**src/logic/dspx_map.svh**
```systemverilog
// Purpose: Constants for the data space page extension block
// Assumes: 10-bit page selectors, 16-bit effective addresses
// Notes: Included by the package and the design
`ifndef DSPX_MAP_SVH
`define DSPX_MAP_SVH
`define DSPX_PAGE_W 10
`define DSPX_ADDR_W 16
`define DSPX_ADDR_TOP 15
`define DSPX_PAGE_ZERO 10'h000
`define DSPX_PAGE_ONE 10'h001
`define DSPX_XDATA_LAST 10'h1ff
`define DSPX_PSL_FIRST 10'h200
`define DSPX_PSL_LAST 10'h2ff
`define DSPX_PSU_FIRST 10'h300
`define DSPX_PSU_LAST 10'h3ff
`define DSPX_PAGE_RST 10'h001
`endif

```
**src/logic/dspx_pkg.sv**
```systemverilog
// Purpose: Types for the data space page extension block
// Assumes: Constants come from dspx_map.svh
// Notes: Mode and page class enumerations
`include "dspx_map.svh"
package dspx_pkg;
    typedef enum logic [2:0] {
        DSPX_MODE_DIRECT = 3'h0,
        DSPX_MODE_PREPOST = 3'h1,
        DSPX_MODE_REGOFS = 3'h2,
        DSPX_MODE_MODULO = 3'h3,
        DSPX_MODE_BITREV = 3'h4
    } dspx_mode_t;
    typedef enum logic [1:0] {
        DSPX_CLS_BASE = 2'h0,
        DSPX_CLS_XDATA = 2'h1,
        DSPX_CLS_PSL = 2'h2,
        DSPX_CLS_PSU = 2'h3
    } dspx_cls_t;
endpackage

```
**src/logic/dspx_page_ext.sv**
```systemverilog
// Purpose: Paged extension of the 16-bit data effective address
// Assumes: One access request per cycle, inputs synchronous to clock
// Notes: Results registered; page selectors updated on carry events
// Function
// - Separate page selectors for reads and for writes.
// - Read page may point at program space while write page at data.
// - One access moves data: source uses read page, destination write.
// - Paged carry clears address bit 15 before further handling.
// - Carry detected only from paged address in pre/post, offset, modulo or bit-reversed mode.
// - Overflow increments active page and sets address bit 15; the write page only when it is on a data page.
// - Underflow decrements active page and sets address bit 15.
// - Offset, modulo, bit-reversed carries set bit 15, page kept.
// - Boundary pages keep page, clear bit 15, address base space.
// - Extended access with page zero raises address error trap.
// - Writing program space through write page raises a trap.
`timescale 1ns/10ps
`include "dspx_map.svh"
module dspx_page_ext (
    input wire logic clock,
    input wire logic sys_rst,
    input wire logic page_wr_read,
    input wire logic page_wr_write,
    input wire logic [`DSPX_PAGE_W-1:0] page_wdata,
    input wire logic acc_valid,
    input wire logic acc_write,
    input wire dspx_pkg::dspx_mode_t acc_mode,
    input wire logic [`DSPX_ADDR_W-1:0] acc_base_addr,
    input wire logic [`DSPX_ADDR_W-1:0] acc_calc_addr,
    input wire logic acc_ovf,
    input wire logic acc_unf,
    output logic [`DSPX_PAGE_W-1:0] read_page_select,
    output logic [`DSPX_PAGE_W-1:0] write_page_select,
    output logic out_valid,
    output logic [`DSPX_ADDR_W-1:0] effective_address,
    output logic [`DSPX_PAGE_W-1:0] out_page,
    output logic out_paged,
    output logic out_program_space,
    output logic addr_error_trap
);
    import dspx_pkg::*;

    logic [`DSPX_PAGE_W-1:0] rpage_r;
    logic [`DSPX_PAGE_W-1:0] wpage_r;
    logic [`DSPX_PAGE_W-1:0] active_page_select;
    logic [`DSPX_PAGE_W-1:0] page_nxt;
    logic [`DSPX_ADDR_W-1:0] addr_nxt;
    logic paged_nxt;
    logic trap_nxt;
    logic carry_upd;
    dspx_cls_t cls;
    logic in_window;
    logic linear_mode;
    logic wrap_mode;

    function automatic dspx_cls_t page_class(
        input logic [`DSPX_PAGE_W-1:0] p);
        dspx_cls_t c;
        c = DSPX_CLS_BASE;
        if (p >= `DSPX_PSU_FIRST) begin
            c = DSPX_CLS_PSU;
        end else if (p >= `DSPX_PSL_FIRST) begin
            c = DSPX_CLS_PSL;
        end else if (p != `DSPX_PAGE_ZERO) begin
            c = DSPX_CLS_XDATA;
        end
        return c;
    endfunction

    // Write page for destinations, read page for sources
    assign active_page_select = acc_write ? wpage_r : rpage_r;
    assign cls = page_class(active_page_select);
    // Base address bit 15 marks the paged window before modification
    assign in_window = acc_base_addr[`DSPX_ADDR_TOP];
    assign linear_mode = (acc_mode == DSPX_MODE_PREPOST);
    assign wrap_mode = (acc_mode == DSPX_MODE_REGOFS) ||
                       (acc_mode == DSPX_MODE_MODULO) ||
                       (acc_mode == DSPX_MODE_BITREV);

    always_comb begin
        page_nxt = active_page_select;
        addr_nxt = acc_calc_addr;
        paged_nxt = acc_calc_addr[`DSPX_ADDR_TOP];
        trap_nxt = 1'b0;
        carry_upd = 1'b0;
        if (in_window && (acc_ovf || acc_unf) &&
            (linear_mode || wrap_mode)) begin
            addr_nxt[`DSPX_ADDR_TOP] = 1'b0;
            paged_nxt = 1'b0;
            if (wrap_mode) begin
                // Wrap within current page by setting bit 15 again, no page carry
                addr_nxt[`DSPX_ADDR_TOP] = 1'b1;
                paged_nxt = 1'b1;
            end else if (acc_ovf) begin
                // Last data page and last upper page fall back to base
                if (active_page_select != `DSPX_XDATA_LAST &&
                    active_page_select != `DSPX_PSU_LAST &&
                    !(acc_write && cls != DSPX_CLS_XDATA)) begin
                    page_nxt = active_page_select + `DSPX_PAGE_ONE;
                    addr_nxt[`DSPX_ADDR_TOP] = 1'b1;
                    paged_nxt = 1'b1;
                    carry_upd = 1'b1;
                end
            end else begin
                if (active_page_select != `DSPX_PAGE_ONE &&
                    active_page_select != `DSPX_PSL_FIRST) begin
                    page_nxt = active_page_select - `DSPX_PAGE_ONE;
                    addr_nxt[`DSPX_ADDR_TOP] = 1'b1;
                    paged_nxt = 1'b1;
                    carry_upd = 1'b1;
                end
            end
        end
        if (paged_nxt && page_nxt == `DSPX_PAGE_ZERO) begin
            trap_nxt = 1'b1;
        end
        if (paged_nxt && acc_write && page_nxt >= `DSPX_PSL_FIRST) begin
            trap_nxt = 1'b1;
        end
    end

    // Read page accepts any value, so program space reads work
    always_ff @(posedge clock or posedge sys_rst) begin
        if (sys_rst) begin
            rpage_r <= `DSPX_PAGE_RST;
        end else if (acc_valid && !acc_write && carry_upd) begin
            rpage_r <= page_nxt;
        end else if (page_wr_read) begin
            rpage_r <= page_wdata;
        end
    end

    // Carry wins over a software load in the same cycle
    always_ff @(posedge clock or posedge sys_rst) begin
        if (sys_rst) begin
            wpage_r <= `DSPX_PAGE_RST;
        end else if (acc_valid && acc_write && carry_upd) begin
            wpage_r <= page_nxt;
        end else if (page_wr_write) begin
            wpage_r <= page_wdata;
        end
    end

    always_ff @(posedge clock or posedge sys_rst) begin
        if (sys_rst) begin
            out_valid <= 1'b0;
            effective_address <= '0;
            out_page <= `DSPX_PAGE_ZERO;
            out_paged <= 1'b0;
            out_program_space <= 1'b0;
            addr_error_trap <= 1'b0;
        end else begin
            out_valid <= acc_valid;
            effective_address <= addr_nxt;
            out_page <= page_nxt;
            out_paged <= paged_nxt;
            out_program_space <= paged_nxt &&
                                 (page_nxt >= `DSPX_PSL_FIRST);
            addr_error_trap <= acc_valid && trap_nxt;
        end
    end

    assign read_page_select = rpage_r;
    assign write_page_select = wpage_r;

    // Carry checks stay generic so any page value exercises them
    a_ovf_increments: assert property (@(posedge clock)
        disable iff (sys_rst)
        acc_valid && !acc_write && linear_mode && in_window && acc_ovf &&
        rpage_r != `DSPX_XDATA_LAST && rpage_r != `DSPX_PSU_LAST |=>
        rpage_r == $past(rpage_r) + `DSPX_PAGE_ONE &&
        effective_address[`DSPX_ADDR_TOP])
        else $error("Read page overflow did not increment");
    a_unf_decrements: assert property (@(posedge clock)
        disable iff (sys_rst)
        acc_valid && acc_write && linear_mode && in_window && acc_unf &&
        !acc_ovf && wpage_r != `DSPX_PAGE_ONE &&
        wpage_r != `DSPX_PSL_FIRST |=>
        wpage_r == $past(wpage_r) - `DSPX_PAGE_ONE &&
        effective_address[`DSPX_ADDR_TOP])
        else $error("Write page underflow did not decrement");
    a_wrap_keeps: assert property (@(posedge clock)
        disable iff (sys_rst)
        acc_valid && wrap_mode && in_window && (acc_ovf || acc_unf) &&
        !page_wr_read && !page_wr_write |=> $stable(rpage_r) &&
        $stable(wpage_r) && effective_address[`DSPX_ADDR_TOP])
        else $error("Wrapping mode changed page or cleared bit 15");
    a_edge_base: assert property (@(posedge clock)
        disable iff (sys_rst)
        acc_valid && !acc_write && linear_mode && in_window && acc_ovf &&
        !acc_unf && rpage_r == `DSPX_PSU_LAST |=>
        !effective_address[`DSPX_ADDR_TOP] && !out_paged)
        else $error("Last upper page overflow did not fall to base");
    a_psl_to_psu: assert property (@(posedge clock)
        disable iff (sys_rst)
        acc_valid && !acc_write && linear_mode && in_window && acc_ovf &&
        !acc_unf && rpage_r == `DSPX_PSL_LAST |=>
        rpage_r == `DSPX_PSU_FIRST)
        else $error("Low word last page did not carry to upper page");
    a_page_zero: assert property (@(posedge clock)
        disable iff (sys_rst)
        acc_valid && acc_mode == DSPX_MODE_DIRECT &&
        acc_calc_addr[`DSPX_ADDR_TOP] &&
        active_page_select == `DSPX_PAGE_ZERO |=> addr_error_trap)
        else $error("Page zero access did not trap");
    a_ps_write: assert property (@(posedge clock)
        disable iff (sys_rst)
        acc_valid && acc_write && acc_mode == DSPX_MODE_DIRECT &&
        acc_calc_addr[`DSPX_ADDR_TOP] && wpage_r >= `DSPX_PSL_FIRST |=>
        addr_error_trap)
        else $error("Program space write did not trap");
    a_direction: assert property (@(posedge clock)
        disable iff (sys_rst)
        acc_valid && acc_write && !page_wr_read |=> $stable(rpage_r))
        else $error("Write access disturbed the read page");
    a_read_keeps_wr: assert property (@(posedge clock)
        disable iff (sys_rst)
        acc_valid && !acc_write && !page_wr_write |=> $stable(wpage_r))
        else $error("Read access disturbed the write page");
    a_xdata_last: assert property (@(posedge clock)
        disable iff (sys_rst)
        acc_valid && linear_mode && in_window && acc_ovf &&
        active_page_select == `DSPX_XDATA_LAST |=>
        !effective_address[`DSPX_ADDR_TOP] &&
        out_page == `DSPX_XDATA_LAST)
        else $error("Last data page overflow did not fall to base");
    a_unf_first: assert property (@(posedge clock)
        disable iff (sys_rst)
        acc_valid && !acc_write && linear_mode && in_window && acc_unf &&
        !acc_ovf && !page_wr_read &&
        (rpage_r == `DSPX_PAGE_ONE || rpage_r == `DSPX_PSL_FIRST) |=>
        !effective_address[`DSPX_ADDR_TOP] && $stable(rpage_r))
        else $error("First page underflow did not fall to base");
    a_psu_to_psl: assert property (@(posedge clock)
        disable iff (sys_rst)
        acc_valid && !acc_write && linear_mode && in_window && acc_unf &&
        !acc_ovf && rpage_r == `DSPX_PSU_FIRST |=>
        rpage_r == `DSPX_PSL_LAST && effective_address[`DSPX_ADDR_TOP])
        else $error("First upper page did not borrow to low word page");
    a_valid_follows: assert property (@(posedge clock)
        disable iff (sys_rst)
        1'b1 |=> out_valid == $past(acc_valid))
        else $error("Result valid does not follow the request");
    a_trap_valid: assert property (@(posedge clock)
        disable iff (sys_rst)
        addr_error_trap |-> out_valid)
        else $error("Trap raised without an access");
    a_ps_flag: assert property (@(posedge clock)
        disable iff (sys_rst)
        out_program_space |-> out_paged && out_page >= `DSPX_PSL_FIRST)
        else $error("Program space flag outside program pages");
    a_direct_still: assert property (@(posedge clock)
        disable iff (sys_rst)
        acc_valid && acc_mode == DSPX_MODE_DIRECT && !page_wr_read &&
        !page_wr_write |=> $stable(rpage_r) && $stable(wpage_r))
        else $error("Direct access moved a page selector");
    a_outside_still: assert property (@(posedge clock)
        disable iff (sys_rst)
        acc_valid && !in_window && !page_wr_read && !page_wr_write |=>
        $stable(rpage_r) && $stable(wpage_r))
        else $error("Unpaged base address moved a page selector");
    a_read_ps_ok: assert property (@(posedge clock)
        disable iff (sys_rst)
        acc_valid && !acc_write && acc_mode == DSPX_MODE_DIRECT &&
        acc_calc_addr[`DSPX_ADDR_TOP] && rpage_r >= `DSPX_PSL_FIRST |=>
        !addr_error_trap && out_program_space)
        else $error("Program space read was refused");
    a_source_page: assert property (@(posedge clock)
        disable iff (sys_rst)
        acc_valid && acc_mode == DSPX_MODE_DIRECT |=>
        out_page == $past(active_page_select))
        else $error("Access used the wrong page selector");
    a_sw_load: assert property (@(posedge clock)
        disable iff (sys_rst)
        page_wr_read && !acc_valid |=> rpage_r == $past(page_wdata))
        else $error("Read page load did not take");
    a_base_no_trap: assert property (@(posedge clock)
        disable iff (sys_rst)
        acc_valid && acc_mode == DSPX_MODE_DIRECT &&
        !acc_calc_addr[`DSPX_ADDR_TOP] |=> !addr_error_trap)
        else $error("Base data space access trapped");
endmodule

```
**config.mk**
```make
export PLATFORM = sky130hd
export DESIGN_NAME = dspx_page_ext
export DESIGN_NICKNAME = d
export VERILOG_FILES = /design/src/logic/dspx_pkg.sv /design/src/logic/dspx_page_ext.sv
export VERILOG_INCLUDE_DIRS = /design/src /design/src/logic
export SDC_FILE = /design/constraint.sdc
export NUM_CORES = 1
export LEC_CHECK = 0
export BUFFER_PORTS_ARGS = -buffer_cell sky130_fd_sc_hd__buf_2
export CAP_MARGIN = 25
export CORE_UTILIZATION = 44
export CTS_CLUSTER_DIAMETER = 200
export DETAILED_ROUTE_END_ITERATION = 10
export GPL_ROUTABILITY_DRIVEN = 0
export PLACE_DENSITY = 0.73
export SLEW_MARGIN = 20
export SYNTH_ARGS = -nofsm -noshare
export SYNTH_HDL_FRONTEND = slang
export SYNTH_SLANG_ARGS = --single-unit
```
**constraint.sdc**
```tcl
create_clock -name clock -period 2.4 [get_ports clock]
set_input_delay 0.48 -clock clock [delete_from_list [all_inputs] [get_ports clock]]
set_output_delay 0.48 -clock clock [all_outputs]
set_load 0.1 [all_outputs]
```
==> results.sh <==
export IMPL_run_status="finished, violations left"
export IMPL_failed_checks="negative setup slack"
export IMPL_portion_of_the_post_synthesis_area_used_by_sequential_elements_pct=46.5
export IMPL_reg_to_reg_setup_timing_slack_ns=-0.48
export IMPL_ys_warn_count=0
export IMPL_worstPathRequired_ns=2.62
export IMPL_count_of_antenna_violating_nets_left_after_detailed_routing=0
export IMPL_synth_cell_type_count=52
export IMPL_rsz0062_at_grt="true"
export IMPL_most_frequently_used_flop_master_after_synthesis="sky130_fd_sc_hd__dfrtp_1"
export IMPL_slowest_delay_ns=0.49
export IMPL_synth_simple_gate_area_share_pct=17.4
export IMPL_depth_of_the_cts_h_tree=2
export IMPL_clock_skew_ns=0.00907
export IMPL_detailed_place_hpwl_microns=5810
export IMPL_coreArea_sq_um=5640
export IMPL_synth_xor_area_share_pct=1.99
export IMPL_routed_wl_microns=9410
export IMPL_vias_per_cell=5.90
export IMPL_cts_buffers=5
export IMPL_power_mw=2.94
export IMPL_grt_pass1_vias=2685
export IMPL_grt_util_met3_pct=6.40
export IMPL_final_period_utilization_pct=120
export IMPL_grt_met1_usage_pct=31.7
export IMPL_clock_latency_ns=0.31
export IMPL_netlist_top_cells_area="sky130_fd_sc_hd__dfrtp_1, sky130_fd_sc_hd__mux2i_1, sky130_fd_sc_hd__mux2_2, sky130_fd_sc_hd__o21ai_0, sky130_fd_sc_hd__nand2_1"
export IMPL_clockRootBuffer="sky130_fd_sc_hd__clkbuf_8"
export IMPL_worst_slack_ns=-0.475
export IMPL_grtUsageMet2_pct=44.4
export IMPL_holdCritPathClass="primary input to async pin"
export IMPL_first_pass_grt_wire_length_microns=12700
export IMPL_cts_hold_buffers_added=0
export IMPL_yosys_mux_area_fraction_pct=12.4
export IMPL_start_util_pct=46.9
export IMPL_syn_nets=316
export IMPL_max_slew_headroom_pct=59.9
export IMPL_total_iterations_of_the_first_detailed_routing_run=5
export IMPL_synth_common_cells="sky130_fd_sc_hd__dfrtp_1, sky130_fd_sc_hd__nand2_1, sky130_fd_sc_hd__o21ai_0"
export IMPL_finish_instance_area_sq_um=4240
export IMPL_post_drt_wl_per_cell_microns=19.1
export IMPL_timing_rr_end="addr_error_trap"
export IMPL_worst_setup_path_start_kind="flop"
export IMPL_cp_max_fo=5
export IMPL_reg2reg_depth=9
export IMPL_ys_async_sr_fraction_pct=100
export IMPL_place_port_buffers=87
export IMPL_grt_start_max_net_pins=22
export IMPL_post_synth_instance_area_sq_um=2650
export IMPL_final_max_slew_violation_count=0
export IMPL_die_width_microns=79.5
export IMPL_crit_type="flop to flop"
export IMPL_finalHoldViolations=0
export IMPL_worst_ir_drop_vdd_mv=0.562
export IMPL_cts_path_max_buffers=2
export IMPL_vias=2905
export IMPL_insertedDiodeCount=0
export IMPL_grt_usage_pct=26.2
export IMPL_utilization_pct=75.2
export IMPL_dieHeight_microns=79.5
export IMPL_synth_edff_count=0
export IMPL_cap_violations=0
export IMPL_synthAdderAreaFrac_pct=1.89
export IMPL_setup_violations_final=30
export IMPL_cts_tree="yes"
export IMPL_p_leak_nw=1.96
export IMPL_layout_nets=476
export IMPL_antenna_found_initial=0
export IMPL_place_inst=472
export IMPL_grt_busiest_layer="met2"
export IMPL_cts_sinks=49
export IMPL_timing_critical_path_slowest_stage_cell="sky130_fd_sc_hd__dfrtp_1"
export IMPL_detailed_place_area_sq_um=3670
export IMPL_synth_top_family_by_area="simple AND/OR/NAND/NOR gates"
export IMPL_synth_seq_cells=49
export IMPL_actual_transition_at_the_worst_max_transition_pin_ns=0.585
export IMPL_path_clk_slew_ns=0.09
export IMPL_critical_path_endpoint_type="flop"
export IMPL_area_growth_syn_to_layout_pct=60.4
export IMPL_synth_top_area_share_pct=44.5
export IMPL_timing_critical_path_cells="nand3_1, o21ai_0, buf_4, or3b_4, nor4_4, o21ai_1, xor2_1, nand4b_1, o31ai_2"
export IMPL_instances_no_fill=492
export IMPL_critical_path_reg2reg_startpoint="read_page_select[4]"
export IMPL_netlist_top_cell_by_area="sky130_fd_sc_hd__dfrtp_1"
export IMPL_max_freq_mhz=348
export IMPL_finalCriticalPeriod_ns=2.88
export IMPL_drt_iter0_markers=236
export IMPL_synthCells=259
export IMPL_gr_total_overflow=0
export IMPL_top_level_ports=103
export IMPL_power_per_cell_area_nw_per_um2=693
export IMPL_num_rows=27
export IMPL_drc=0
export IMPL_final_hold_worst_slack_ns=0.122
export IMPL_synth_compound_area_share_pct=15.1
export IMPL_synth_area_per_cell_sq_um=10.2
export IMPL_die_area_sq_um=6330
export IMPL_synth_most_common_cell="sky130_fd_sc_hd__dfrtp_1"
export IMPL_arrival_ns=3.10
export IMPL_post_route_cells_drive_above_1_share_pct=61.7
## placed cells by master, fill, tap and decap left out, drive strengths merged, types with 4 or more instances in the layout
cell / netlist / final
mux2: 14 / 14
nand3: 12 / 12
nor3: 10 / 10
inv: 10 / 10
clkbuf: 8 / 8
nor4: 4 / 4
dfrtp: 47 / 47
ha: 4 / 4
xnor2: 4 / 4
nor2: 15 / 15
buf: 6 / 165
o31ai: 5 / 5
mux2i: 17 / 17
a21oi: 12 / 12
a31oi: 4 / 4
nand2: 20 / 20
o21ai: 22 / 22
## registers in the layout (all words and copies together), names as in the netlist
signal	cells
out_program_space	1
out_valid	1
read_page_select	10
out_page	10
addr_error_trap	1
write_page_select	10
effective_address	16
## metrics by stage
stage | TNS (ns) | setup slack, ns
3_5_place_dp | -15.22 | -0.639
2_1_floorplan | -9.05 | -0.518
5_1_grt | -10.25 | -0.649
6_report | -7.32 | -0.475
3_3_place_gp | -12.94 | -0.567
4_1_cts | -3.10 | -0.224
## where the power goes
| part | total, mW | internal (mW) | switching [mW] |
|---|---|---|---|
| Combinational | 1.39 | 0.399 | 0.993 |
| Clock | 0.589 | 0.313 | 0.277 |
| Sequential | 0.959 | 0.906 | 0.0522 |
| Total | 2.94 | 1.62 | 1.32 |
## critical path, delay by kind of cell, from the launching register on
family                 cells  cell delay [ns]
AO/OA/AOI/OAI              3             0.81
XOR/XNOR                   1             0.20
buffers and inverters      1             0.21
flip-flops                 1             0.49
AND/OR/NAND/NOR            4             1.08
## worst max path at each step
stage                         from               to  slack [ns]  depth (start not counted)
6_report       read_page_select[4]  addr_error_trap       -0.48                          9
3_3_place_gp             acc_write  addr_error_trap       -0.57                         13
4_1_cts        read_page_select[1]  addr_error_trap       -0.22                         11
5_1_grt        read_page_select[4]  addr_error_trap       -0.65                          9
3_5_place_dp             acc_write  addr_error_trap       -0.64                         12
2_1_floorplan            acc_write  addr_error_trap       -0.52                         13
## area by class of cell
class	instances	area [sq um]
clock buffer	6	72.6
sequential	49	1230
inverter	11	43.8
clock inverter	2	38.8
timing repair buffer	167	1130
tap	72	90.1
fill	372	1400
multi-input combinational	185	1630
## kinds of logic after synthesis
group | after synthesis
and+or+nand+nor | 85
AOI/OAI and AO/OA | 59
DFF | 49
muxes | 31
buffers and inverters | 25
xor gates and xnor gates | 6
adders and majority gates | 4
## metal layers
| layer | up-vias | wire [microns] |
|---|---|---|
| met2 | 198 | 4540 |
| met5 | - | 0 |
| met1 | 1390 | 3650 |
| met3 | 52 | 745 |
| li1 | 1265 | - |
| met4 | 0 | 467 |
## repair_timing
item / in CTS / in global routing
cloned: 0 / 3
buffers inserted: 7 / 4
pin swaps: 15 / 16
resized for setup: 25 / 59
endpoints found under the setup margin: 29 / 31
(Power assumes the default switching activity.)
